<file path="src/hw/cec_pkg.sv">
// Package with constants and carrier structs of the cascaded event counter
package cec_pkg;
    localparam logic [1:0]  MODE_STOP      = 2'h0;
    localparam logic [1:0]  MODE_CLR_MATCH = 2'h3;
    localparam logic [1:0]  EDGE_FALL      = 2'h0;
    localparam logic [1:0]  EDGE_RISE      = 2'h1;
    localparam logic [1:0]  PRESET_NONE    = 2'h0;
    localparam logic [1:0]  PRESET_LOW     = 2'h1;
    localparam logic [1:0]  PRESET_HIGH    = 2'h2;
    localparam logic [7:0]  LOWER_RESET    = 8'h00;
    localparam logic [15:0] UPPER_RESET    = 16'h0000;
    localparam logic [7:0]  GATE_RESET     = 8'h00;
    localparam int          SYNC_STAGES    = 2;

    // Upper counter configuration
    typedef struct packed {
        logic [1:0]  mode;
        logic [15:0] main_compare;
        logic [15:0] secondary_compare;
        logic        main_toggle_enable;
        logic        secondary_toggle_enable;
        logic [1:0]  preset;
    } cec_upper_cfg_s;

    // Lower and gating configuration
    typedef struct packed {
        logic        lower_run_enable;
        logic [1:0]  lower_edge_select;
        logic [7:0]  lower_compare;
        logic        gating_run_enable;
        logic        gating_output_default_level;
        logic [7:0]  gating_period_compare;
        logic [7:0]  gating_duty_compare;
        logic        input_gate_select;
    } cec_lower_cfg_s;

    // Event pulses out of the block
    typedef struct packed {
        logic main_match_interrupt;
        logic secondary_match_interrupt;
        logic lower_match_interrupt;
        logic gating_interrupt;
    } cec_events_s;
endpackage

</file>
<file path="src/hw/cec_top.sv">
// Cascaded 24-bit external event counter with gating timer
`timescale 1ns/1ps
module cec_top (
    input  wire logic                    clock,
    input  wire logic                    nrst,
    input  wire logic                    lower_event_input,
    input  wire cec_pkg::cec_upper_cfg_s upper_cfg,
    input  wire cec_pkg::cec_lower_cfg_s lower_cfg,
    input  wire logic                    lower_match_flag_clear,
    output cec_pkg::cec_events_s         events_ff,
    output logic [15:0]                  upper_counter_ff,
    output logic [7:0]                   lower_counter_ff,
    output logic [7:0]                   gating_timer_ff,
    output logic                         gate_output_ff,
    output logic                         lower_match_flag_ff,
    output logic                         timer_output_pin_ff
);
    logic       ev_q;
    logic       ev_rise;
    logic       ev_fall;
    logic       ev_edge;
    logic       gate_sampled_ff;
    logic       lower_match;
    logic       upper_tick;
    logic       upper_run;
    logic       upper_armed_ff;
    logic       upper_match;
    logic       sec_match;
    logic       gating_started_ff;
    logic       gate_period_hit;
    logic       gate_duty_hit;
    logic       nxt_gate;

    // Event pin synchronised into the clock domain
    cec_sync u_event_sync (
        .clock (clock),
        .nrst  (nrst),
        .d     (lower_event_input),
        .q     (ev_q),
        .rise  (ev_rise),
        .fall  (ev_fall)
    );

    // Selected edge of the event input
    always_comb begin
        case (lower_cfg.lower_edge_select)
            cec_pkg::EDGE_FALL: ev_edge = ev_fall;
            cec_pkg::EDGE_RISE: ev_edge = ev_rise;
            default:            ev_edge = 1'b0;
        endcase
    end

    // Gate level captured at each event edge
    always_ff @(posedge clock) begin
        if (!nrst) begin
            gate_sampled_ff <= 1'b1;
        end else if (ev_edge) begin
            gate_sampled_ff <= gate_output_ff;
        end
    end

    // Lower counter with compare clear
    assign lower_match = lower_cfg.lower_run_enable & ev_edge
                       & (~lower_cfg.input_gate_select | gate_sampled_ff)
                       & (lower_counter_ff == lower_cfg.lower_compare);

    always_ff @(posedge clock) begin
        if (!nrst) begin
            lower_counter_ff <= cec_pkg::LOWER_RESET;
        end else if (!lower_cfg.lower_run_enable) begin
            lower_counter_ff <= cec_pkg::LOWER_RESET;
        end else if (ev_edge &&
                     (!lower_cfg.input_gate_select || gate_sampled_ff)) begin
            if (lower_match) begin
                lower_counter_ff <= cec_pkg::LOWER_RESET;
            end else begin
                lower_counter_ff <= lower_counter_ff + 8'h01;
            end
        end
    end

    // Lower match flag, set wins over clear
    always_ff @(posedge clock) begin
        if (!nrst) begin
            lower_match_flag_ff <= 1'b0;
        end else if (lower_match) begin
            lower_match_flag_ff <= 1'b1;
        end else if (lower_match_flag_clear) begin
            lower_match_flag_ff <= 1'b0;
        end
    end

    // Upper counter clocked by lower match, first tick dropped
    assign upper_run   = upper_cfg.mode != cec_pkg::MODE_STOP;
    assign upper_tick  = upper_run & lower_match;
    assign upper_match = upper_tick & upper_armed_ff
                       & (upper_counter_ff == upper_cfg.main_compare);
    assign sec_match   = upper_tick & upper_armed_ff
                       & (upper_counter_ff == upper_cfg.secondary_compare);

    always_ff @(posedge clock) begin
        if (!nrst) begin
            upper_armed_ff <= 1'b0;
        end else if (!upper_run) begin
            upper_armed_ff <= 1'b0;
        end else if (upper_tick) begin
            upper_armed_ff <= 1'b1;
        end
    end

    always_ff @(posedge clock) begin
        if (!nrst) begin
            upper_counter_ff <= cec_pkg::UPPER_RESET;
        end else if (!upper_run) begin
            upper_counter_ff <= cec_pkg::UPPER_RESET;
        end else if (upper_tick && upper_armed_ff) begin
            if (upper_counter_ff == upper_cfg.main_compare) begin
                upper_counter_ff <= cec_pkg::UPPER_RESET;
            end else begin
                upper_counter_ff <= upper_counter_ff + 16'h0001;
            end
        end
    end

    // Gating timer in duty mode
    assign gate_period_hit = lower_cfg.gating_run_enable
                           & (gating_timer_ff ==
                              lower_cfg.gating_period_compare);
    assign gate_duty_hit   = lower_cfg.gating_run_enable & gating_started_ff
                           & (gating_timer_ff ==
                              lower_cfg.gating_duty_compare);

    always_ff @(posedge clock) begin
        if (!nrst) begin
            gating_timer_ff <= cec_pkg::GATE_RESET;
        end else if (!lower_cfg.gating_run_enable || gate_period_hit) begin
            gating_timer_ff <= cec_pkg::GATE_RESET;
        end else begin
            gating_timer_ff <= gating_timer_ff + 8'h01;
        end
    end

    always_ff @(posedge clock) begin
        if (!nrst) begin
            gating_started_ff <= 1'b0;
        end else if (!lower_cfg.gating_run_enable) begin
            gating_started_ff <= 1'b0;
        end else if (gate_period_hit) begin
            gating_started_ff <= 1'b1;
        end
    end

    // Gate level: default until first period match, then duty pattern
    always_comb begin
        nxt_gate = gate_output_ff;
        if (!lower_cfg.gating_run_enable) begin
            nxt_gate = lower_cfg.gating_output_default_level;
        end else if (gate_period_hit) begin
            nxt_gate = ~lower_cfg.gating_output_default_level;
        end else if (gate_duty_hit) begin
            nxt_gate = lower_cfg.gating_output_default_level;
        end
    end

    always_ff @(posedge clock) begin
        if (!nrst) begin
            gate_output_ff <= 1'b1;
        end else begin
            gate_output_ff <= nxt_gate;
        end
    end

    // Event pulses, one cycle each
    always_ff @(posedge clock) begin
        if (!nrst) begin
            events_ff <= '0;
        end else begin
            events_ff.main_match_interrupt      <= upper_match;
            events_ff.secondary_match_interrupt <= sec_match;
            events_ff.lower_match_interrupt     <= lower_match;
            events_ff.gating_interrupt          <= gate_period_hit;
        end
    end

    // Timer output: preset while stopped, toggle while running
    always_ff @(posedge clock) begin
        if (!nrst) begin
            timer_output_pin_ff <= 1'b0;
        end else if (!upper_run) begin
            case (upper_cfg.preset)
                cec_pkg::PRESET_LOW:  timer_output_pin_ff <= 1'b0;
                cec_pkg::PRESET_HIGH: timer_output_pin_ff <= 1'b1;
                default: begin
                    timer_output_pin_ff <= timer_output_pin_ff;
                end
            endcase
        end else if ((upper_match && upper_cfg.main_toggle_enable) !=
                     (sec_match && upper_cfg.secondary_toggle_enable)) begin
            timer_output_pin_ff <= ~timer_output_pin_ff;
        end
    end
endmodule

</file>
<file path="src/hw/cec_sync.sv">
// Two-stage level synchroniser with edge detect on the settled stage
`timescale 1ns/1ps
module cec_sync (
    input  wire logic clock,
    input  wire logic nrst,
    input  wire logic d,
    output logic      q,
    output logic      rise,
    output logic      fall
);
    logic [cec_pkg::SYNC_STAGES-1:0] stage_ff;
    logic                            last_ff;

    // First stage is read only by the second
    always_ff @(posedge clock) begin
        if (!nrst) begin
            stage_ff <= '0;
            last_ff  <= 1'b0;
        end else begin
            stage_ff <= {stage_ff[cec_pkg::SYNC_STAGES-2:0], d};
            last_ff  <= stage_ff[cec_pkg::SYNC_STAGES-1];
        end
    end

    assign q    = stage_ff[cec_pkg::SYNC_STAGES-1];
    assign rise = q & ~last_ff;
    assign fall = ~q & last_ff;
endmodule

</file>
<file path="config.mk">
export PLATFORM = sky130hd
export DESIGN_NAME = cec_top
export DESIGN_NICKNAME = d
export VERILOG_FILES = /design/src/hw/cec_pkg.sv /design/src/hw/cec_top.sv /design/src/hw/cec_sync.sv
export SDC_FILE = /design/constraint.sdc
export NUM_CORES = 1
export LEC_CHECK = 0
export ABC_AREA = 1
export BUFFER_PORTS_ARGS = -buffer_cell sky130_fd_sc_hd__buf_2
export CAP_MARGIN = 10
export CORE_UTILIZATION = 35
export DETAILED_ROUTE_END_ITERATION = 10
export MAX_ROUTING_LAYER = met4
export PLACE_DENSITY_LB_ADDON = 0.2
export RECOVER_POWER = 50
export SLEW_MARGIN = 25
export SYNTH_ARGS = -nofsm -noshare
export SYNTH_HDL_FRONTEND = slang
export SYNTH_SLANG_ARGS = --single-unit
</file>
<file path="constraint.sdc">
create_clock -name clock -period 2.8 [get_ports clock]
set_input_delay 0.14 -clock clock [delete_from_list [all_inputs] [get_ports clock]]
set_output_delay 0.14 -clock clock [all_outputs]
set_load 0.03 [all_outputs]
</file>
==> reports/qor.yml, run 1 <==
run_status:
  run_status: "finished clean"
route:
  detail_route.wl_per_cell_um: 11.7
  count_of_tritonroute_iterations_in_the_first_routing_pass: 4
  drt-met1-wl_um: 3740
  detailedRoute.firstIterationViolations: 132
  wl_um: 7730
  detail_route.vias_per_cell: 4.59
  route.met3.wl_um: 506
  via_count: 3038
  drtAntennaViolNets: 0
  dr_wl_met2_um: 3400
  maxUsedRoutingLayer: "met4"
  drc: 0
worst_hold_path:
  min_path_type: "in2reg"
floorplan:
  core_region_area_um2: 8220
  starting_density: 0.363
  rows: 33
  top_level_ports: 111
  fp.dieArea_um2: 8880
  fp.dieW_um: 94.3
  chipHeight_um: 94.3
worst_setup_path:
  worstPathArrival_ps: 2280
  worst-path-max-fanout: 11
  timing.critical_path.required_ps: 3030
  worst_r2r_path_depth: 12
  r2r-end: "upper_counter_ff[9]"
  endpoint_kind: "flip-flop"
  worst_setup_path_endpoint: "upper_counter_ff[9]"
  worst_r2r_startpoint: "u_event_sync.stage_ff[1]"
  critical_path_launch_point_type: "flip-flop"
  r2r_slack_ps: 750
  critPathLaunch: "u_event_sync.stage_ff[1]"
  critical_path_class: "reg2reg"
synth:
  yosys.area.top_type_share: 0.302
  synth_cells: 449
  yosys.area.top_type: "dfxtp_1"
  yosysSeqAreaShare: 0.302
  ys_top_cells_by_area: "dfxtp_1, nand2_1, xor2_1, nor2_1, inv_1"
  synthXorXnorAreaFrac: 0.150
  synth_compound_area_frac: 0.0819
  count_of_flip_flops_with_a_built_in_enable_after_synthesis: 0
  synthSimpleGateAreaFrac: 0.351
  syn_area_um2: 2980
  synth.ff_latch_count: 45
  synth_top_family_by_area: "simple AND/OR/NAND/NOR gates"
  synth-adder-area-share: 0.0126
  ys_async_sr_fraction: 0
  yosys_warnings: 0
  dominantRegCellSynth: "dfxtp_1"
  synth.mux.area_fraction: 0
  syn_area_per_cell_um2: 6.63
  postSynthNetCount: 524
  synth_cell_type_count: 34
clock_network:
  post_cts.resized_instances: 0
  cts.sinks: 45
  cts_tree: "yes"
  post_cts_hold_buffer_count: 0
  clock_tree.buffer_depth: 2
  clk_transition_reported_paths_ps: 90
  post_cts_setup_buffer_count: 0
  cts_inserted_buffers: 5
  clkLatencyLatePin_ps: 300
  htree_num_levels: 2
  cts_root_buf: "clkbuf_8"
grt:
  antenna_found_initial: 1
  globalRouteOverflowTotal: 0
  grt_pass1_wl_um: 12400
  grt_util_all_layers: 0.184
  grt_start_max_net_pins: 14
  via_count_of_the_first_global_routing_pass: 2668
placement:
  detailedPlacementHpwl_um: 6250
  placed_cells: 654
  io_buffers: 110
  placed_cell_area_um2: 3600
  gp_routability_congestion: 0.852
sta:
  finalHoldViolCount: 0
  maxClockFrequency_ghz: 0.488
  finalClockSkew_ps: 10.6
  period_needed_ps: 2050
  totalNegativeSetupSlack_ps: 0
  min_period_over_period: 0.732
  setup_repair_after_global_routing_missed_its_margin: "false"
  slew-limit-headroom: 0.658
  timing_max_transition_violations_final: 0
  final-setup-viol-count: 0
  tightestPinTransition_ps: 514
cells_and_area:
  synthesis_to_finish_area_growth_pct: 22.1
  ratio_of_cells_with_drive_above_1_in_the_final_layout: 0.174
  final_cell_mix: "nand2_1, buf_2, nor2_1"
  finalNetCount: 631
  layout.cells.most_common: "nand2_1"
  finished_layout_cell_area_um2: 3640
  final_cells: 662
power:
  cellLeakagePower_nw: 1.67
  cellPowerDensity_nw_per_um2: 338
  worst_ir_drop_vdd_v: 0.000191
flow_run:
  max-cap-violations: 0
registers in the layout, summed over array words and instances, names as in the netlist:
name                   cells
gate_output_ff             1
gate_sampled_ff            1
u_event_sync.last_ff       1
gating_started_ff          1
events_ff                  4
lower_match_flag_ff        1
upper_armed_ff             1
u_event_sync.stage_ff      2
lower_counter_ff           8
timer_output_pin_ff        1
upper_counter_ff          16
gating_timer_ff            8
final cells by class:
cell class                 instances  area (um2)
antenna                            1        2.50
clock buffer                       6        82.6
clock inverter                     1        7.51
fill                             885        4580
inverter                          65         244
multi-input combinational        329        1770
sequential                        45         901
tap                              105         131
timing repair buffer             110         502
report_power, final:
group / leakage [nW] / internal [mW] / switching [mW]
registers: 0.364 / 0.645 / 0.00464
clock network: 0.0433 / 0.196 / 0.227
logic: 1.26 / 0.0736 / 0.0848
Yosys cell counts, types with 4 or more instances:
master     n
or2_2      5
buf_2      5
nand2_1  101
o21ai_0   11
dfxtp_1   45
nand3_1   16
nor3_1    18
nor4_1     4
a21oi_1   21
nand4_1   12
nor2_1    64
xnor2_1   11
xor2_1    40
inv_1     61
inv_2      4
cell families after synthesis:
| family | after synthesis |
|---|---|
| simple gates | 233 |
| buf+inv | 75 |
| fa+ha+maj | 3 |
| compound gates | 42 |
| xor+xnor | 51 |
| flops | 45 |
metrics by stage:
| step | util | setup WS, ps | power (mW) | hold WS, ps |
|---|---|---|---|---|
| after floorplan | - | 974 | 0.750 | 238 |
| after global placement | 0.438 | 823 | 0.824 | 322 |
| after detailed placement | 0.438 | 791 | 0.827 | 328 |
| after CTS | 0.449 | 749 | 1.25 | 10.1 |
| after global routing | 0.443 | 477 | 1.30 | 16.6 |
| final | 0.443 | 750 | 1.23 | 17.4 |
worst min-delay path by stage:
stage / from / slack, ps / cells after the start / endpoint
after floorplan: lower_event_input / 240 / 2 / u_event_sync.stage_ff[0]
after global placement: lower_event_input / 320 / 3 / u_event_sync.stage_ff[0]
after detailed placement: lower_event_input / 330 / 3 / u_event_sync.stage_ff[0]
after CTS: lower_event_input / 10 / 3 / u_event_sync.stage_ff[0]
after global routing: lower_event_input / 20 / 3 / u_event_sync.stage_ff[0]
final: lower_event_input / 20 / 3 / u_event_sync.stage_ff[0]
critical path: stages (launching register included):
cell     delay, ps
dfxtp_1        330
inv_1           50
nor2_1          90
nand3_1        150
a21oi_4        270
nand4_2        340
inv_2          240
nand4_2        150
nor2_1         120
nand2_1         60
nand2_1         70
inv_1           40
nor2_1          80
metal layers:
metal	vias to the layer above	track usage
li1	1633	-
met1	1301	0.245
met2	97	0.283
met3	7	0.0356
met4	0	0.0526
met5	-	-
No activity file was read; power rests on OpenSTA's default activity.
==> inputs of run 2 (changes only) <==
Settings changed: ABC_AREA 1 to 0.
Clock period 2.8 ns to 1.8 ns, I/O delays scaled along.
==> reports/qor.yml, run 2 <==
run_status:
  run_status: "finished, violations left"
  failed_checks: "negative setup slack"
floorplan:
  chipHeight_um: 88.2  # -6.4%
  fp.dieW_um: 88.2  # -6.4%
  rows: 31  # -6.1%
  starting_density: 0.360  # -0.00218
  top_level_ports: 111  # unchanged
  core_region_area_um2: 7210  # -12%
  fp.dieArea_um2: 7780  # -12%
sta:
  setup_slack_ps: -396  # -1150 ps
  slew-limit-headroom: 0.728  # +0.0704
  final-setup-viol-count: 27  # +27
  tightestPinTransition_ps: 404  # -109 ps
  finalClockSkew_ps: 9.26  # -1.29 ps
  maxClockFrequency_ghz: 0.455  # -6.6%
  setup_repair_after_global_routing_missed_its_margin: "true"
  timing_max_transition_violations_final: 0  # unchanged
  period_needed_ps: 2200  # +146 ps
  totalNegativeSetupSlack_ps: -5370  # -5370 ps
  finalHoldViolCount: 0  # unchanged
  min_period_over_period: 1.22  # +0.488
synth:
  ys_async_sr_fraction: 0  # unchanged
  syn_area_per_cell_um2: 8.64  # +30%
  synth_cell_type_count: 43  # +26%
  ys_top_cells_by_area: "dfxtp_1, xor2_1, xnor2_1, nor2_1, a21oi_1"
  yosys.area.top_type: "dfxtp_1"
  synthSimpleGateAreaFrac: 0.236  # -0.114
  synth-adder-area-share: 0.0183  # +0.00569
  yosys_warnings: 0  # unchanged
  yosys.area.top_type_share: 0.346  # +0.0441
  dominantRegCellSynth: "dfxtp_1"
  syn_area_um2: 2600  # -13%
  synth.mux.area_fraction: 0.00385  # +0.00385
  synth.most_common_cell: "dfxtp_1"
  synth_top_family_by_area: "simple AND/OR/NAND/NOR gates"
  synth_compound_area_frac: 0.128  # +0.0466
  yosysSeqAreaShare: 0.346  # +0.0441
  synth_cells: 301  # -33%
  synth.ff_latch_count: 45  # unchanged
  postSynthNetCount: 376  # -28%
  synth.cells.most_frequent: "dfxtp_1, xor2_1, xnor2_1"
  count_of_flip_flops_with_a_built_in_enable_after_synthesis: 0  # unchanged
  synthXorXnorAreaFrac: 0.232  # +0.0825
worst_setup_path:
  endpoint_kind: "flip-flop"
  critical_path_launch_point_type: "flip-flop"
  timing.critical_path.required_ps: 2030  # -1000 ps
  worstPathArrival_ps: 2430  # +150 ps
  worst-path-max-fanout: 6  # -5
  critical_path_class: "reg2reg"
grt:
  via_count_of_the_first_global_routing_pass: 2490  # -6.7%
  antenna_found_initial: 0  # -1
  grt_pass1_wl_um: 11400  # -8.1%
  grt_util_all_layers: 0.197  # +0.0123
  globalRouteOverflowTotal: 0  # unchanged
  grt_start_max_net_pins: 16  # +2
power:
  p_total_mw: 2.07  # +68%
  clock_power_share: 0.378  # +0.035
  power.share.sequential: 0.490  # -0.038
  p_sw_uw: 504  # +59%
  worst_ir_drop_vdd_v: 0.000340  # +78%
  power.share.switching: 0.244  # -0.0130
  cellLeakagePower_nw: 1.81  # +8.3%
  p_int_mw: 1.56  # +71%
  cellPowerDensity_nw_per_um2: 514  # +52%
  comb_power_share: 0.132  # +0.003
placement:
  gp_routability_congestion: 0.813  # -4.6%
  post-place-ws_ps: -478  # -1270 ps
  io_buffers: 110  # unchanged
  detailedPlacementHpwl_um: 6010  # -3.9%
cells_and_area:
  n_antenna_cell: 0  # -1
  synthesis_to_finish_area_growth_pct: 54.6
  layout.cells.most_common: "buf_2"
  final_cell_mix: "buf_2, buf_4, xor2_1"
  biggest_regs: "upper_counter_ff x16, gating_timer_ff x8, lower_counter_ff x8"
  finalNetCount: 555  # -12%
  registers.top_by_ff_count: "upper_counter_ff"
  largest_register_ff_count: 16  # unchanged
  ratio_of_cells_with_drive_above_1_in_the_final_layout: 0.420  # +0.245
clock_network:
  clk_transition_reported_paths_ps: 90  # about the same
  clock_tree.buffer_depth: 2  # unchanged
  cts_root_buf: "clkbuf_8"
  cts.sinks: 45  # unchanged
  htree_num_levels: 2  # unchanged
  cts_tree: "yes"
  cts_inserted_buffers: 5  # unchanged
  clkLatencyLatePin_ps: 300  # about the same
route:
  detailedRoute.firstIterationViolations: 73  # -45%
  via_count: 2726  # -10%
  drtAntennaViolNets: 0  # unchanged
  detail_route.vias_per_cell: 4.70  # +2.4%
  detail_route.wl_per_cell_um: 13.0  # +11%
  count_of_tritonroute_iterations_in_the_first_routing_pass: 4  # unchanged
  drc: 0  # unchanged
  wl_um: 7520  # -2.7%
worst_hold_path:
  min_path_type: "in2reg"
flow_run:
  max-cap-violations: 0  # unchanged
[run 2: cell types whose count changed in the layout (fill, tap and decap cells not counted), sizes merged, moves of 15 or more]
cell | before | now
nand2 | 102 | 13
buf | 71 | 155
inv | 65 | 12
nor2 | 65 | 27
xnor2 | 11 | 29
clkbuf | 45 | 30
nor3 | 21 | 6
[run 2: worst max-delay path, stage by stage, from the launching register on]
cell	delay, ps
dfxtp_2	330
or3b_4	390
a221oi_4	330
nand3_4	110
or3_4	380
buf_6	140
or3_4	310
a21oi_1	140
[run 2: cell type report]
type / instances / area [um2]
Tap cell: 99 / 124
Sequential cell: 45 / 908
Fill cell: 721 / 3200
Multi-Input combinational cell: 235 / 1750
Clock buffer: 5 / 68.8
Timing Repair Buffer: 181 / 1070
Inverter: 12 / 45.0
Clock inverter: 3 / 46.3
[run 2: routing by layer]
layer / track usage / vias to the layer above / part of all wire
li1: - / 1405 / -
met1: 0.245 / 1217 / 0.46
met2: 0.327 / 96 / 0.47
met3: 0.0386 / 8 / 0.056
met4: 0.0455 / 0 / 0.0098
met5: - / - / 0
[run 2: repair_timing]
action / CTS / global route
buffers inserted: 2 / 3
gates resized for setup: 14 / 20
pin swaps: 11 / 18
hold buffers: 1 / 0
endpoints found under the hold margin: 1 / 0
setup endpoints to repair: 25 / 29
[run 2: power groups by stage]
stage	registers (mW)	clock network [mW]	logic, mW
after detailed placement	1.03	0	0.258
after global placement	1.03	0	0.253
final	1.01	0.782	0.273
after global routing	1.01	0.867	0.297
after CTS	1.01	0.810	0.265
after floorplan	1.05	0	0.102
[run 2: path summary, 6_finish.rpt]
kind                                    to                startpoint  cells past startpoint  slack [ps]
setup / recovery       upper_counter_ff[7]      u_event_sync.last_ff                      7        -400
hold reg to reg   u_event_sync.stage_ff[1]  u_event_sync.stage_ff[0]                      1         440
setup reg to reg       upper_counter_ff[7]      u_event_sync.last_ff                      7        -400
hold / removal                events_ff[0]             lower_cfg[18]                      3          60
[run 2: through the flow]
stage          utilization  hold WS [ps]  std cells  area (um2)
6_report             0.557          60.0        580        4020
5_1_grt              0.557          44.6        580        4020
3_5_place_dp         0.518           299        566        3740
3_3_place_gp         0.518           302        566        3740
4_1_cts              0.547          44.2        577        3950
2_1_floorplan            -           217        301        2630
[run 2: cells by family (layout without fill, tap and decap cells)]
kind of cell | Yosys count | in the layout
and+or+nand+nor | 112 | 112
xor gates and xnor gates | 69 | 69
AOI/OAI and AO/OA | 49 | 49
DFF | 45 | 45
buffers and inverters | 21 | 201
adders and majority gates | 4 | 4
muxes | 1 | 1
